$ cat src/shared/fault_pkg.sv
// Constants, types and register map of the motor starter fault handler
package fault_pkg;

  localparam int unsigned CLK_HZ = 10_000_000;
  localparam int unsigned SECOND_S = 1;
  localparam int unsigned SECOND_CYCLES = CLK_HZ * SECOND_S;

  // Automatic reset window lengths, in minutes as set by the user
  localparam int unsigned WIN_5_MIN = 5;
  localparam int unsigned WIN_10_MIN = 10;
  localparam int unsigned WIN_30_MIN = 30;
  localparam int unsigned WIN_1_H_MIN = 60;
  localparam int unsigned WIN_2_H_MIN = 120;
  localparam int unsigned WIN_3_H_MIN = 180;
  localparam int unsigned SEC_PER_MIN = 60;

  // Register byte addresses
  localparam logic [7:0] ADDR_CONFIG = 8'h00;
  localparam logic [7:0] ADDR_FAN_CMD = 8'h04;
  localparam logic [7:0] ADDR_STATE = 8'h08;
  localparam logic [7:0] ADDR_IRQ_STATUS = 8'h0c;
  localparam logic [7:0] ADDR_IRQ_CLEAR = 8'h10;
  localparam logic [7:0] ADDR_IRQ_ENABLE = 8'h14;

  // Config register field positions
  localparam int unsigned CFG_SRC_LSB = 0;
  localparam int unsigned CFG_HIGH_BIT = 2;
  localparam int unsigned CFG_DI_LSB = 3;
  localparam int unsigned CFG_CD_LSB = 6;
  localparam int unsigned CFG_RESP_LSB = 10;
  localparam int unsigned CFG_AUTO_BIT = 13;
  localparam int unsigned CFG_WIN_LSB = 14;

  // State register field positions
  localparam int unsigned STAT_COND_BIT = 0;
  localparam int unsigned STAT_EXPIRED_BIT = 1;
  localparam int unsigned STAT_SECONDS_LSB = 2;
  localparam int unsigned STAT_FSM_LSB = 16;

  typedef enum logic [1:0] {
    SRC_NONE = 2'h0,
    SRC_DIGITAL = 2'h1,
    SRC_VIRTUAL = 2'h2
  } ext_source_t;

  typedef enum logic [2:0] {
    RESP_IGNORE = 3'h0,
    RESP_FREEWHEEL = 3'h1,
    RESP_CONFIGURED = 3'h2,
    RESP_DECEL = 3'h3,
    RESP_BRAKE = 3'h4
  } ext_response_t;

  typedef enum logic [2:0] {
    WIN_5M = 3'h0,
    WIN_10M = 3'h1,
    WIN_30M = 3'h2,
    WIN_1H = 3'h3,
    WIN_2H = 3'h4,
    WIN_3H = 3'h5,
    WIN_UNLIMITED = 3'h6
  } reset_window_t;

  typedef enum logic [1:0] {
    STOP_CONFIGURED = 2'h0,
    STOP_DECEL = 2'h1,
    STOP_BRAKE = 2'h2
  } stop_kind_t;

  typedef struct packed {
    logic active;
    stop_kind_t kind;
  } stop_cmd_t;

  typedef struct packed {
    ext_source_t source;
    logic active_high;
    logic [2:0] di_index;
    logic [3:0] cd_index;
    ext_response_t response;
    logic auto_enable;
    reset_window_t window;
  } fault_cfg_t;

  localparam fault_cfg_t CFG_RESET = '{
    source: SRC_NONE,
    active_high: 1'b0,
    di_index: 3'h0,
    cd_index: 4'h0,
    response: RESP_FREEWHEEL,
    auto_enable: 1'b0,
    window: WIN_5M
  };

  // Interrupt event bit positions
  localparam int unsigned EV_FAULT = 0;
  localparam int unsigned EV_WARNING = 1;
  localparam int unsigned EV_AUTO_OK = 2;
  localparam int unsigned EV_EXPIRED = 3;
  localparam int unsigned EV_COUNT = 4;

  typedef enum logic [3:0] {
    ST_RUN = 4'b0001,
    ST_STOPPING = 4'b0010,
    ST_HALTED = 4'b0100,
    ST_FAULT = 4'b1000
  } fault_state_t;

endpackage

$ cat src/design/motor_starter_fault_handler.sv
// External error, automatic fault reset and fan clear logic of the motor starter
// Operation
// - Three fan run-time clear commands, one per fan, default No.
// - External error source: unassigned by default, digital input, or command-word bit.
// - Digital source may be active high or active low.
// - Response settable only while source assigned; default freewheel with error.
// - Ignore: raise warning only and keep running.
// - Freewheel: raise error at once and remove motor drive.
// - Configured stop: stop with selected stop type, raise warning not error.
// - Deceleration: ramp down, raise error when deceleration completes.
// - Braking: dynamic brake stop, raise error when stop finishes.
// - Auto fault reset, off by default, resets once the cause has cleared.
// - Cause gone during auto reset: leave Fault and resume normal operation.
// - Fault output suppressed during auto attempts, asserted when they fail.
// - Fault relay stays closed while auto reset runs within the window.
// - Window expired: stop auto attempts, only manual reset leaves Fault.
// - Window 5, 10, 30 min, 1, 2, 3 h or unlimited; default 5 min.
// - Window setting writable only while auto reset is enabled.
//
// The implementer's own choices: the plain strobed port and the placing of the registers.
module motor_starter_fault_handler
  import fault_pkg::*;
#(
  parameter int unsigned N_DI = 6,
  parameter int unsigned N_CD = 16,
  parameter int unsigned SEC_CYCLES = fault_pkg::SECOND_CYCLES
)
(
  input wire logic sys_clk,
  input wire logic rst_n,
  input wire logic [7:0] addr,
  input wire logic [31:0] wdata,
  input wire logic wr,
  input wire logic rd,
  output logic [31:0] rdata,
  input wire logic [N_DI-1:0] digital_input_n,
  input wire logic [N_CD-1:0] virtual_command_bit,
  input wire logic stop_done,
  input wire logic manual_reset,
  output logic motor_drive_enable,
  output fault_pkg::stop_cmd_t stop_request,
  output logic ext_error_fault,
  output logic ext_error_warning,
  output logic fault_state_out,
  output logic [2:0] fan_runtime_clear,
  output logic irq
);
  import fault_pkg::*;

  if (N_DI < 1 || N_DI > 8)
  begin
    $error("N_DI must be 1 to 8");
  end
  if (N_CD < 1 || N_CD > 16)
  begin
    $error("N_CD must be 1 to 16");
  end
  if (SEC_CYCLES < 1 || SEC_CYCLES >= (1 << 24))
  begin
    $error("SEC_CYCLES must be 1 to 2**24-1");
  end

  localparam logic [23:0] SEC_LAST = 24'(SEC_CYCLES - 1);

  // Unlimited has no length: the counter never runs while it is chosen
  function automatic logic [13:0] window_seconds(input reset_window_t w);
    unique case (w)
      WIN_5M: window_seconds = 14'(WIN_5_MIN * SEC_PER_MIN);
      WIN_10M: window_seconds = 14'(WIN_10_MIN * SEC_PER_MIN);
      WIN_30M: window_seconds = 14'(WIN_30_MIN * SEC_PER_MIN);
      WIN_1H: window_seconds = 14'(WIN_1_H_MIN * SEC_PER_MIN);
      WIN_2H: window_seconds = 14'(WIN_2_H_MIN * SEC_PER_MIN);
      WIN_3H: window_seconds = 14'(WIN_3_H_MIN * SEC_PER_MIN);
      default: window_seconds = 14'h0;
    endcase
  endfunction

  // Register group
  fault_cfg_t cfg;
  fault_cfg_t next_cfg;
  logic [EV_COUNT-1:0] irq_status;
  logic [EV_COUNT-1:0] next_irq_status;
  logic [EV_COUNT-1:0] irq_enable;
  logic [EV_COUNT-1:0] next_irq_enable;
  logic [2:0] next_fan_runtime_clear;
  logic [31:0] next_rdata;
  logic next_irq;

  // Control group
  fault_state_t state;
  fault_state_t next_state;
  logic [23:0] sec_count;
  logic [23:0] next_sec_count;
  logic [13:0] win_count;
  logic [13:0] next_win_count;
  logic expired;
  logic next_expired;
  logic next_motor_drive_enable;
  stop_cmd_t next_stop_request;
  logic next_ext_error_fault;
  logic next_ext_error_warning;
  logic next_fault_state_out;
  logic [EV_COUNT-1:0] events;

  logic ext_cond;
  logic di_level;
  logic auto_active;

  always_comb
  begin
    di_level = digital_input_n[cfg.di_index];
    ext_cond = 1'b0;
    unique case (cfg.source)
      SRC_DIGITAL: ext_cond = cfg.active_high ? di_level : ~di_level;
      SRC_VIRTUAL: ext_cond = virtual_command_bit[cfg.cd_index];
      default: ext_cond = 1'b0;
    endcase
  end

  assign auto_active = cfg.auto_enable && !expired;

  always_comb
  begin
    ext_source_t wsrc;
    wsrc = ext_source_t'(wdata[CFG_SRC_LSB +: 2]);
    next_cfg = cfg;
    next_irq_enable = irq_enable;
    next_fan_runtime_clear = 3'h0;
    next_irq_status = irq_status;
    next_rdata = 32'h0;
    if (wr)
    begin
      unique case (addr)
        ADDR_CONFIG:
        begin
          if (wsrc != SRC_NONE)
          begin
            next_cfg.source = wsrc;
          end
          else
          begin
            next_cfg.source = SRC_NONE;
          end
          if ({1'b0, wdata[CFG_DI_LSB +: 3]} < 4'(N_DI))
            next_cfg.di_index = wdata[CFG_DI_LSB +: 3];
          if (wdata[CFG_CD_LSB +: 4] <= 4'(N_CD - 1))
            next_cfg.cd_index = wdata[CFG_CD_LSB +: 4];
          next_cfg.active_high = wdata[CFG_HIGH_BIT];
          // A value outside the five responses is dropped, keeping the last good one
          if (wsrc != SRC_NONE && wdata[CFG_RESP_LSB +: 3] <= 3'(RESP_BRAKE))
            next_cfg.response = ext_response_t'(wdata[CFG_RESP_LSB +: 3]);
          next_cfg.auto_enable = wdata[CFG_AUTO_BIT];
          if (wdata[CFG_AUTO_BIT] && wdata[CFG_WIN_LSB +: 3] <= 3'(WIN_UNLIMITED))
            next_cfg.window = reset_window_t'(wdata[CFG_WIN_LSB +: 3]);
        end
        ADDR_FAN_CMD: next_fan_runtime_clear = wdata[2:0];
        ADDR_IRQ_CLEAR: next_irq_status = irq_status & ~wdata[EV_COUNT-1:0];
        ADDR_IRQ_ENABLE: next_irq_enable = wdata[EV_COUNT-1:0];
        default: next_cfg = cfg;
      endcase
    end
    // Set wins over a clear in the same cycle
    next_irq_status = next_irq_status | events;
    if (rd)
    begin
      unique case (addr)
        ADDR_CONFIG:
        begin
          next_rdata[CFG_SRC_LSB +: 2] = cfg.source;
          next_rdata[CFG_HIGH_BIT] = cfg.active_high;
          next_rdata[CFG_DI_LSB +: 3] = cfg.di_index;
          next_rdata[CFG_CD_LSB +: 4] = cfg.cd_index;
          next_rdata[CFG_RESP_LSB +: 3] = cfg.response;
          next_rdata[CFG_AUTO_BIT] = cfg.auto_enable;
          next_rdata[CFG_WIN_LSB +: 3] = cfg.window;
        end
        ADDR_STATE:
        begin
          // Seconds counted so far show software how much of the window is left
          next_rdata[STAT_COND_BIT] = ext_cond;
          next_rdata[STAT_EXPIRED_BIT] = expired;
          next_rdata[STAT_SECONDS_LSB +: 14] = win_count;
          next_rdata[STAT_FSM_LSB +: 4] = state;
        end
        ADDR_IRQ_STATUS: next_rdata[EV_COUNT-1:0] = irq_status;
        ADDR_IRQ_ENABLE: next_rdata[EV_COUNT-1:0] = irq_enable;
        default: next_rdata = 32'h0;
      endcase
    end
    next_irq = |(next_irq_status & next_irq_enable);
  end

  always_ff @(posedge sys_clk)
  begin
    if (!rst_n)
    begin
      cfg <= CFG_RESET;
      irq_status <= '0;
      irq_enable <= '0;
      fan_runtime_clear <= 3'h0;
      rdata <= 32'h0;
      irq <= 1'b0;
    end
    else
    begin
      cfg <= next_cfg;
      irq_status <= next_irq_status;
      irq_enable <= next_irq_enable;
      fan_runtime_clear <= next_fan_runtime_clear;
      rdata <= next_rdata;
      irq <= next_irq;
    end
  end

  always_comb
  begin
    next_state = state;
    next_sec_count = sec_count;
    next_win_count = win_count;
    next_expired = expired;
    next_stop_request = stop_request;
    events = '0;
    unique case (state)
      ST_RUN:
      begin
        next_stop_request.active = 1'b0;
        if (ext_cond)
        begin
          unique case (cfg.response)
            RESP_FREEWHEEL:
            begin
              next_state = ST_FAULT;
              events[EV_FAULT] = 1'b1;
            end
            RESP_CONFIGURED:
            begin
              next_state = ST_HALTED;
              next_stop_request = '{active: 1'b1, kind: STOP_CONFIGURED};
              events[EV_WARNING] = 1'b1;
            end
            RESP_DECEL:
            begin
              next_state = ST_STOPPING;
              next_stop_request = '{active: 1'b1, kind: STOP_DECEL};
            end
            RESP_BRAKE:
            begin
              next_state = ST_STOPPING;
              next_stop_request = '{active: 1'b1, kind: STOP_BRAKE};
            end
            default: events[EV_WARNING] = !ext_error_warning;
          endcase
        end
      end
      ST_STOPPING:
      begin
        // The error waits for the motor side to report the end of the stop
        if (stop_done)
        begin
          next_state = ST_FAULT;
          next_stop_request.active = 1'b0;
          events[EV_FAULT] = 1'b1;
        end
      end
      ST_HALTED:
      begin
        if (!ext_cond)
        begin
          next_state = ST_RUN;
          next_stop_request.active = 1'b0;
        end
      end
      ST_FAULT:
      begin
        if (auto_active && cfg.window != WIN_UNLIMITED)
        begin
          next_sec_count = (sec_count == SEC_LAST) ? 24'h0 : sec_count + 24'h1;
          if (sec_count == SEC_LAST)
            next_win_count = win_count + 14'h1;
          if (sec_count == SEC_LAST && win_count + 14'h1 >= window_seconds(cfg.window))
          begin
            next_expired = 1'b1;
            events[EV_EXPIRED] = 1'b1;
          end
        end
        // A success in the expiry cycle still counts, since the cause is already gone
        if (!ext_cond && auto_active)
        begin
          next_state = ST_RUN;
          events[EV_AUTO_OK] = 1'b1;
        end
        else if (!ext_cond && manual_reset)
        begin
          next_state = ST_RUN;
        end
      end
      default: next_state = ST_RUN;
    endcase
    if (next_state != ST_FAULT)
    begin
      next_sec_count = 24'h0;
      next_win_count = 14'h0;
      next_expired = 1'b0;
    end
    next_motor_drive_enable = (next_state != ST_FAULT);
    next_ext_error_fault = (next_state == ST_FAULT);
    next_ext_error_warning = (next_state == ST_HALTED) ||
      (next_state == ST_RUN && ext_cond && cfg.response == RESP_IGNORE);
    // Relay closed means healthy; it opens at once on a fault with auto reset off, else once auto reset has given up
    next_fault_state_out = (next_state == ST_FAULT) && !(cfg.auto_enable && !next_expired);
  end

  always_ff @(posedge sys_clk)
  begin
    if (!rst_n)
    begin
      state <= ST_RUN;
      sec_count <= 24'h0;
      win_count <= 14'h0;
      expired <= 1'b0;
      motor_drive_enable <= 1'b0;
      stop_request <= '{active: 1'b0, kind: STOP_CONFIGURED};
      ext_error_fault <= 1'b0;
      ext_error_warning <= 1'b0;
      fault_state_out <= 1'b0;
    end
    else
    begin
      state <= next_state;
      sec_count <= next_sec_count;
      win_count <= next_win_count;
      expired <= next_expired;
      motor_drive_enable <= next_motor_drive_enable;
      stop_request <= next_stop_request;
      ext_error_fault <= next_ext_error_fault;
      ext_error_warning <= next_ext_error_warning;
      fault_state_out <= next_fault_state_out;
    end
  end

endmodule

$ cat config.mk
export PLATFORM = sky130hd
export DESIGN_NAME = motor_starter_fault_handler
export DESIGN_NICKNAME = d
export VERILOG_FILES = /design/src/shared/fault_pkg.sv /design/src/design/motor_starter_fault_handler.sv
export SDC_FILE = /design/constraint.sdc
export NUM_CORES = 1
export LEC_CHECK = 0
export BUFFER_PORTS_ARGS = -buffer_cell sky130_fd_sc_hd__buf_2
export CAP_MARGIN = 20
export CORE_ASPECT_RATIO = 1.25
export CORE_MARGIN = 2
export CORE_UTILIZATION = 40
export CTS_CLUSTER_SIZE = 30
export DETAILED_ROUTE_END_ITERATION = 12
export GPL_ROUTABILITY_DRIVEN = 0
export PLACE_DENSITY_LB_ADDON = 0.08
export SETUP_SLACK_MARGIN = 0.2
export SYNTH_ARGS = -nofsm -noshare
export SYNTH_HDL_FRONTEND = slang
export SYNTH_SLANG_ARGS = --single-unit
$ cat constraint.sdc
create_clock -name sys_clk -period 4 [get_ports sys_clk]
set_input_delay 0.8 -clock sys_clk [delete_from_list [all_inputs] [get_ports sys_clk]]
set_output_delay 0.8 -clock sys_clk [all_outputs]
set_load 0.005 [all_outputs]
# [Yosys cells after proc, flatten, opt, wreduce, memory -nomap -nowiden]
# Cells that the tools add are included.
[word_totals] ff_bits=111 output_inout_bits=43
[op_classes] add_sub_neg=2 n_lt_le_gt_ge=7 eq_ne=28 muxes=43 bitwise_logic=6 reduce_logical=39
[op_table] operator="$pmux 14 s6" count=1
[op_table] operator="$mux 4" count=9
[op_table] operator="$pmux 4 s4" count=2
[op_table] operator="$mux 14" count=2
[op_table] operator="$reduce_and 3->1" count=9
[op_table] operator="$pmux 13 s2" count=1
[op_table] operator="$add 24x1->24 const B" count=1
[op_table] operator="$eq 24x24->1 const B" count=1
[op_table] operator="$mux 24" count=1
[op_table] operator="$eq 8x4->1 const B" count=2
[op_table] operator="$eq 8x5->1 const B" count=2
[op_table] operator="$mux 1" count=15
[op_table] operator="$add 14x1->14 const B" count=1
[op_table] operator="$ge 14x14->1" count=1
[op_table] operator="$eq 3x2->1 const B" count=4
[op_table] operator="$pmux 4 s3" count=1
[op_table] operator="$logic_and 1x1->1" count=11
[op_table] operator="$eq 3x3->1 const B" count=3
[op_table] operator="$pmux 3 s3" count=1
[op_table] operator="$and 4x4->4" count=2
[op_table] operator="$eq 4x1->1 const B" count=2
[op_table] operator="$eq 4x3->1 const B" count=2
[op_table] operator="$eq 4x4->1 const B" count=2
[op_table] operator="$eq 8x3->1 const B" count=1
[op_table] operator="other kinds (31)" count=48

# [Logic depth before layout (Yosys ltp)]
# Gate-level depths: netlist (run 1).
[depth] depth_word=16 mapped_depth=13 ltp_nobuf=13

# [Least setup slack after synthesis (run 1)]
# Ideal clock, no wire load.
[synth_path] path_kind="in2reg" startpoint="in virtual_command_bit[9]" endpoint="reg irq" setup_ns=0.122 t_arrival_ns=2.565 required_time_ns=3.878 setup_slack_ns=1.313 stages=7 cell_sequence="mux2_2 -> o311ai_0 -> a221oi_1 -> o31ai_2 -> nor2b_1 -> and3_1 -> a221o_1"
[synth_between] elab_chain_cells=10 elab_cells_between_ends=13
[synth_lines] item="start, declared" line_no="motor_starter_fault_handler.sv:37" text="input wire logic [N_CD-1:0] virtual_command_bit,"
[synth_lines] item="$bmux 1 s4 (*)" line_no="motor_starter_fault_handler.sv:115" text="SRC_VIRTUAL: ext_cond = virtual_command_bit[cfg.cd_index];"
[synth_lines] item="$mux 1 (implied by the code) (*)" line_no="motor_starter_fault_handler.sv:115"
[synth_lines] item="$pmux 1 s2 (*)" line_no="motor_starter_fault_handler.sv:113" text="unique case (cfg.source)"
[synth_lines] item="$logic_not 1->1" line_no="motor_starter_fault_handler.sv:287" text="if (!ext_cond && auto_active)"
[synth_lines] item="$logic_and 1x1->1" line_no="motor_starter_fault_handler.sv:287"
[synth_lines] item="$mux 1" line_no="motor_starter_fault_handler.sv:287"
[synth_lines] item="$mux 2" line_no="motor_starter_fault_handler.sv:223" text="unique case (state)"
[synth_lines] item="$or 4x4->4 (*)" line_no="motor_starter_fault_handler.sv:163" text="next_irq_status = next_irq_status | events;"
[synth_lines] item="$and 4x4->4 (*)" line_no="motor_starter_fault_handler.sv:190" text="next_irq = |(next_irq_status & next_irq_enable);"
[synth_lines] item="$reduce_or 4->1 (*)" line_no="motor_starter_fault_handler.sv:190"
[synth_lines] item="end signal, assigned" line_no="motor_starter_fault_handler.sv:211" text="irq <= next_irq;"
[synth_lines] item="end, declared" line_no="motor_starter_fault_handler.sv:46" text="output logic irq"
# Every way passes the cells marked *; elsewhere a longest branch is shown, timed or not. The select of a mux whose other input is x is not followed.
# A chain may end at the register's enable or synchronous reset.

# [Worst setup path after layout (run 1)]
[layout_path] startpoint="reg win_count[0]" endpoint="reg irq"
[layout_between] elab_chain_cells=9
[layout_lines] item="start, declared" line_no="motor_starter_fault_handler.sv:94" text="logic [13:0] win_count;"
[layout_lines] item="start signal, assigned" line_no="motor_starter_fault_handler.sv:331" text="win_count <= next_win_count;"
[layout_lines] item="$add 14x1->14" line_no="motor_starter_fault_handler.sv:280" text="if (sec_count == SEC_LAST && win_count + 14'h1 >= window_seconds(cfg.window))"
[layout_lines] item="$ge 14x14->1" line_no="motor_starter_fault_handler.sv:280"
[layout_lines] item="$logic_and 1x1->1" line_no="motor_starter_fault_handler.sv:280"
[layout_lines] item="$mux 1" line_no="motor_starter_fault_handler.sv:280"
[layout_lines] item="$mux 1" line_no="motor_starter_fault_handler.sv:275" text="if (auto_active && cfg.window != WIN_UNLIMITED)"
[layout_lines] item="$mux 2" line_no="motor_starter_fault_handler.sv:223"
[layout_lines] item="$or 4x4->4" line_no="motor_starter_fault_handler.sv:163"
[layout_lines] item="$and 4x4->4" line_no="motor_starter_fault_handler.sv:190"
[layout_lines] item="$reduce_or 4->1" line_no="motor_starter_fault_handler.sv:190"
# Every way passes these cells.

==> results of run 1 <==
[stage by stage]
stage / worst slack, ns / hold WS [ns] / std cells / total power (W)
final: 0.8610 / 0.4945 / 841 / 0.001953
after detailed placement: 0.8024 / 0.4841 / 826 / 0.001070
after global placement: 0.8080 / 0.4705 / 826 / 0.001070
after global routing: 0.5591 / 0.5235 / 841 / 0.002031
after floorplan: 1.313 / 0.4441 / 605 / 0.001041
after CTS: 0.7973 / 0.5000 / 841 / 0.001980
[worst max-delay path, stage by stage, from the launching register on]
cell and delay, ns:
dfxtp_1 0.44, ha_1 0.25, nand3_1 0.19, nor4_1 0.54
xor2_1 0.13, ha_1 0.33, o21ai_0 0.15, o21bai_1 0.08
a21o_1 0.17, a21oi_1 0.17, a21oi_1 0.19, a221o_1 0.39
[cell usage after synthesis, types with 4 or more instances]
cell      number
dfxtp_1       99
nor3_1        10
clkbuf_1      15
o221a_2        4
ha_1          16
nand2_1       54
nor2b_1        7
nand2b_1       8
a21oi_1       32
a22o_1        13
nand3_1       30
nand4_1        9
and2_1         8
xnor2_1       17
buf_4         15
and3_1         7
nor2_1        90
a221oi_1       4
mux2i_1       14
xor2_1        31
nor4_1         6
inv_1         14
o21ai_0       23
[kinds of logic after synthesis]
group                      share of synthesized area (%)
DFF                                                39.01
buffers and inverters                              5.516
xor gates and xnor gates                           8.274
other                                            0.07380
muxes                                              4.531
and+or+nand+nor                                    23.98
adders and majority gates                          3.940
AOI/OAI and AO/OA                                  14.68
[power by group]
part	total, W	leakage, nW	switching [W]	internal (W)
registers	0.000986	0.797	0.000000514	0.000986
logic	0.0000622	1.38	0.0000351	0.0000271
clock network	0.000905	0.151	0.000371	0.000534
[layer usage]
metal  vias up  wire (µm)
li1       2211          -
met1      2019       5730
met4         0        277
met2       103       6385
met5         -          0
met3        20        519
[final cells by class]
| cell class | instances | area (µm²) | area share (%) |
|---|---|---|---|
| Timing Repair Buffer | 91 | 475.5 | 8.061 |
| Multi-Input combinational cell | 454 | 2865 | 48.58 |
| Inverter | 14 | 52.55 | 0.8910 |
| Clock inverter | 3 | 46.29 | 0.7849 |
| Sequential cell | 99 | 1982 | 33.60 |
| Tap cell | 168 | 210.2 | 3.564 |
| Clock buffer | 12 | 266.5 | 4.518 |
[state kept, by name, indices dropped and copies added, names as in the netlist, 3 cells and up]
register	count
sec_count	24
rdata	20
state	4
irq_status	4
fan_runtime_clear	3
cfg	17
win_count	14
irq_enable	4
stop_request	3
[final timing paths]
check                                    start                      endpoint  slack [ns]  cells after the start
setup reg to reg     win_count[0]$_SDFFE_PP0P_                irq$_SDFF_PN0_        0.86                     11
hold reg to reg   stop_request[2]$_SDFFE_PN0P_  stop_request[2]$_SDFFE_PN0P_        0.49                      2
setup / recovery     win_count[0]$_SDFFE_PP0P_                irq$_SDFF_PN0_        0.86                     11
hold / removal    stop_request[2]$_SDFFE_PN0P_  stop_request[2]$_SDFFE_PN0P_        0.49                      2
==> impl_results.md, run 1 <==
- Crit end category: register
- Design Area, Final: 5898 µm²
- Post-route DRC: 0
- Worst Path Arrival: 3.37 ns
- Total GRT Usage: 19.53%
- Met3 usage: 3.497%
- GRT met1 Usage: 23.51%
- Vias in the first global route: 4182
- Area grow syn2layout: 16.08%
- Final Util: 47.01%
- Sink Count: 99
- Tmin final: 3.139 ns
- Final setup fails: 0
- Die height: 130.0 µm
- Tcrit/Tclk final: 78.47%
- Worst path required time: 4.23 ns
- Most common cell after layout, fill and taps aside: dfxtp_1
- Startpoint Class: register
- Root Driver: clkbuf_16
- Sequential share of the synthesized area: 39.01%
- FILL cells: 1321
- Site Rows: 46
- Synth async-reset ratio: 0%
- Via count: 4353
- Port Buffer Count: 83
- Share of cells above drive strength 1: 19.47%
- Starting Density: 40.50%
- Die Area: 13630 µm²
- Syn_area_per_cell: 8.554 µm²
- Placement Cell Area: 5585 µm²
- Max Cap Violations: 0
- Worst vdd ir: 0.1684 mV
- Die X: 104.8 µm
- Post-synth EDFFs: 0
- RSZ-0062 raised after global routing: no
- Post-synth top area share: 39.01%
- Most used routing layer: met2
- Run status: complete, no violations
- Most used DFF post-synth: dfxtp_1
- CTS tree: done
- Yosys warns: 0
- Number of DRC markers in iteration 0: 218
- Pwr Density: 331.1 nW/µm²
- Slew Viols, Final: 0
- M2 GR Usage: 34.45%
- Post-synthesis cell area: 5081 µm²
- Num CTS Buffers: 9
- First-pass GRT wire length: 21010 µm
- Hold Path Class: register to register
- Core box area: 12550 µm²
- Post-detailed-route wirelength per cell: 15.35 µm
- Netlist cell types: 64
- Worst Max-Slew Pin Slew: 0.7523 ns
- CTS Buffer Depth: 2
- CTS resizes: 0
- Number of top-level pins: 111
- Iteration count of the initial detailed-routing pass: 4
- Worst-Skew Late Latency: 0.34 ns
- Hpwl dp: 9757 µm
- FMAX: 318.6 MHz
- Final nets: 753
- Initial antenna violation count: 0
- Critical path peak fanout: 5
- Top cells by area, synth: dfxtp_1 (39%), nor2_1 (6.6%), xor2_1 (5.3%)
- Hold bufs inserted after CTS: 0
- Total Wirelength: 12910 µm
- WS Path Type: register to register
- Largest net degree at the start of global routing: 22
- Mapped Cells: 594
- Routed Antenna Nets: 0
- Rel. slew slack: 49.21%
- GR Overflow Total: 0
- H-tree Lvls: 3
- Leak: 2.326 nW
- Yosys reg bits: 99
- Worst-path clk slew: 0.07 ns
- Antenna Diode Count: 0
- Vias per cell: 5.176
- Final hold vios: 0
- Post-CTS setup buffer count: 0
- Area leader, netlist: dfxtp_1
- Clock Skew: 0.008909 ns
- Commonest cells after routing, fill and taps aside: dfxtp_1 (99), nor2_1 (90), buf_2 (83)
- Setup TNS: 0 ns
Note: power is estimated with default switching activity, not from simulation.
==> run 2: changes to the inputs <==
- ABC_AREA: default -> 1
- clock period: 4 -> 2.7 ns (I/O delays scaled with it)
==> impl_results.md, run 2 <==
- Netlist cell types: 45
- Final setup fails: 0
- Die Area: 14350 µm²
- FF-to-FF End: irq$_SDFF_PN0_
- Critical path peak fanout: 3
- Post-route DRC: 0
- Commonest cells after routing, fill and taps aside: nand2_1 (159), inv_1 (121), dfxtp_1 (94)
- Slew Viols, Final: 0
- Syn_area_per_cell: 7.019 µm²
- First-pass GRT wire length: 23280 µm
- H-tree Lvls: 3
- Hold Path End: cfg[4]$_SDFFE_PN1P_
- Sink Count: 99
- GR Overflow Total: 0
- Worst path required time: 2.94 ns
- Worst-path clk slew: 0.06 ns
- Vias in the first global route: 4986
- Via count: 5144
- Worst-Skew Late Latency: 0.34 ns
- Hold Crit Depth: 3
- Top Metal Used: met5
- Initial antenna violation count: 1
- Worst Max-Slew Pin Slew: 0.5367 ns
- Number of top-level pins: 111
- Total power: 0.002706 W
- Yosys warns: 0
- Yosys reg bits: 99
- Synth async-reset ratio: 0%
- Max Cap Violations: 0
- Die X: 107.6 µm
- Top cells by area, synth: dfxtp_1 (37%), nand2_1 (11%), inv_1 (8.6%)
- Reg-to-Reg Start: win_count[4]$_SDFFE_PP0P_
- Pre-CTS WS: -0.02815 ns
- CTS tree: done
- Num CTS Buffers: 9
- Core box area: 13170 µm²
- Most used DFF post-synth: dfxtp_1
- Most flop-heavy register: sec_count
- Total GRT Usage: 20.43%
- Final worst setup slack: 0.1349 ns
- Routed Antenna Nets: 0
- Startpoint Class: register
- Met2 Routed Length: 7440 µm
- Area leader, netlist: dfxtp_1
- Synth cell count leaders: nand2_1 (159), inv_1 (123), dfxtp_1 (99)
- Post-detailed-route wirelength per cell: 13.66 µm
- Worst Path Arrival: 2.81 ns
- Hpwl dp: 11360 µm
- Number of DRC markers in iteration 0: 198
- Final nets: 958
- Leak: 2.942 nW
- Post-synth EDFFs: 0
- Most common cell after layout, fill and taps aside: nand2_1
- Hold bufs inserted after CTS: 0
- Max reg flops: 24
- Area grow syn2layout: 20.35%
- Final hold vios: 0
- Count leader, synth: nand2_1
- Met1 wire length: 5948 µm
- Tmin final: 2.565 ns
- Mapped Cells: 764
- Clock Skew: 0.006343 ns
- CTS Buffer Depth: 2
- Port Buffer Count: 83
- Iteration count of the initial detailed-routing pass: 4
- R2R depth: 18
- RSZ-0062 raised after global routing: yes
- WS Path Type: register to register
- Tcrit/Tclk final: 95.01%
- Starting Density: 40.71%
- Vias per cell: 4.908
- Largest net degree at the start of global routing: 43
- Post-synth top area share: 36.96%
- Run status: complete, no violations
- Die height: 133.5 µm
- R2R Setup Slk: 0.13 ns
- FMAX: 389.8 MHz
- Site Rows: 47
- Root Driver: clkbuf_16
- Worst vdd ir: 0.2140 mV
- Total Wirelength: 14320 µm
- HP Start: wdata[10]
- Met3 routed WL: 589 µm
- Sequential share of the synthesized area: 36.96%
- Post-synthesis cell area: 5363 µm²
- Design Area, Final: 6454 µm²
- Share of cells above drive strength 1: 20.89%
- Hold Path Class: input pin to register
- Pwr Density: 419.2 nW/µm²
- Placement Cell Area: 6096 µm²
- Regs by FF count: sec_count x24, rdata x20, cfg x17
- Crit end category: register
- Rel. slew slack: 63.94%
[run 2: worst max path at each step]
stage                              startpoint             end  slack, ns  depth (start not counted)
floorplan           win_count[0]$_SDFFE_PP0P_  irq$_SDFF_PN0_       0.22                         21
global placement    win_count[0]$_SDFFE_PP0P_  irq$_SDFF_PN0_       0.03                         21
detailed placement  win_count[0]$_SDFFE_PP0P_  irq$_SDFF_PN0_      -0.03                         21
CTS                 win_count[1]$_SDFFE_PP0P_  irq$_SDFF_PN0_       0.13                         21
global route        win_count[1]$_SDFFE_PP0P_  irq$_SDFF_PN0_      -0.06                         21
finish              win_count[4]$_SDFFE_PP0P_  irq$_SDFF_PN0_       0.13                         18
[run 2: what timing repair did]
item,4_1_cts,5_1_grt
endpoints found under the setup margin,4,4
pin swaps,17,4
resized for setup,13,2
buffers inserted,5,1
[run 2: cell families after synthesis]
| family | Yosys count | synth area share (%) |
|---|---|---|
| other cells | 1 | 0.06993 |
| flops | 99 | 36.96 |
| fa+ha+maj | 16 | 3.733 |
| compound gates | 115 | 12.58 |
| simple gates | 356 | 30.84 |
| buf+inv | 157 | 12.55 |
| xor+xnor | 20 | 3.266 |
[run 2: final cells by class]
class,count,area (µm²)
repair buffers,116,675.6
diodes,1,2.502
fillers,1383,6719
inverters,129,486.7
multi-input cells,519,2834
well taps,171,214.0
clock buffers,13,250.2
flip-flops and latches,99,1991
[run 2: report_power, final]
part / internal (W) / total [W] / switching (W)
clock network: 0.000636 / 0.00114 / 0.000509
logic: 0.0000420 / 0.0000997 / 0.0000577
registers: 0.00146 / 0.00146 / 0.000000714
total: 0.00214 / 0.00271 / 0.000567
[run 2: layer usage]
layer / global-route usage [%] / vias up
li1: - / 2665
met1: 23.68 / 2361
met3: 3.278 / 21
met2: 37.14 / 95
met5: 0 / -
met4: 7.835 / 2
[run 2: critical path, stage by stage (launching register included)]
cell     delay (ns)
dfxtp_2        0.33
nand2_1        0.07
nor3_2         0.19
nand2_1        0.12
nor3_2         0.17
buf_4          0.15
nand3_2        0.06
xor2_1         0.19
inv_1          0.10
ha_4           0.22
a21o_1         0.19
a21oi_2        0.13
nand3_1        0.09
o21ai_2        0.18
nand2_1        0.08
nand2_1        0.06
nand2_1        0.05
inv_1          0.05
nand2_1        0.04
[run 2: stage by stage]
stage | hold slack (ns) | util (%) | setup TNS, ns | cells
2_1_floorplan | 0.4454 | - | 0 | 775
3_3_place_gp | 0.4720 | 46.28 | 0 | 1028
3_5_place_dp | 0.4729 | 46.28 | -0.02815 | 1028
4_1_cts | 0.4436 | 48.89 | 0 | 1046
5_1_grt | 0.4655 | 48.97 | -0.05694 | 1047
6_report | 0.4481 | 48.99 | 0 | 1048
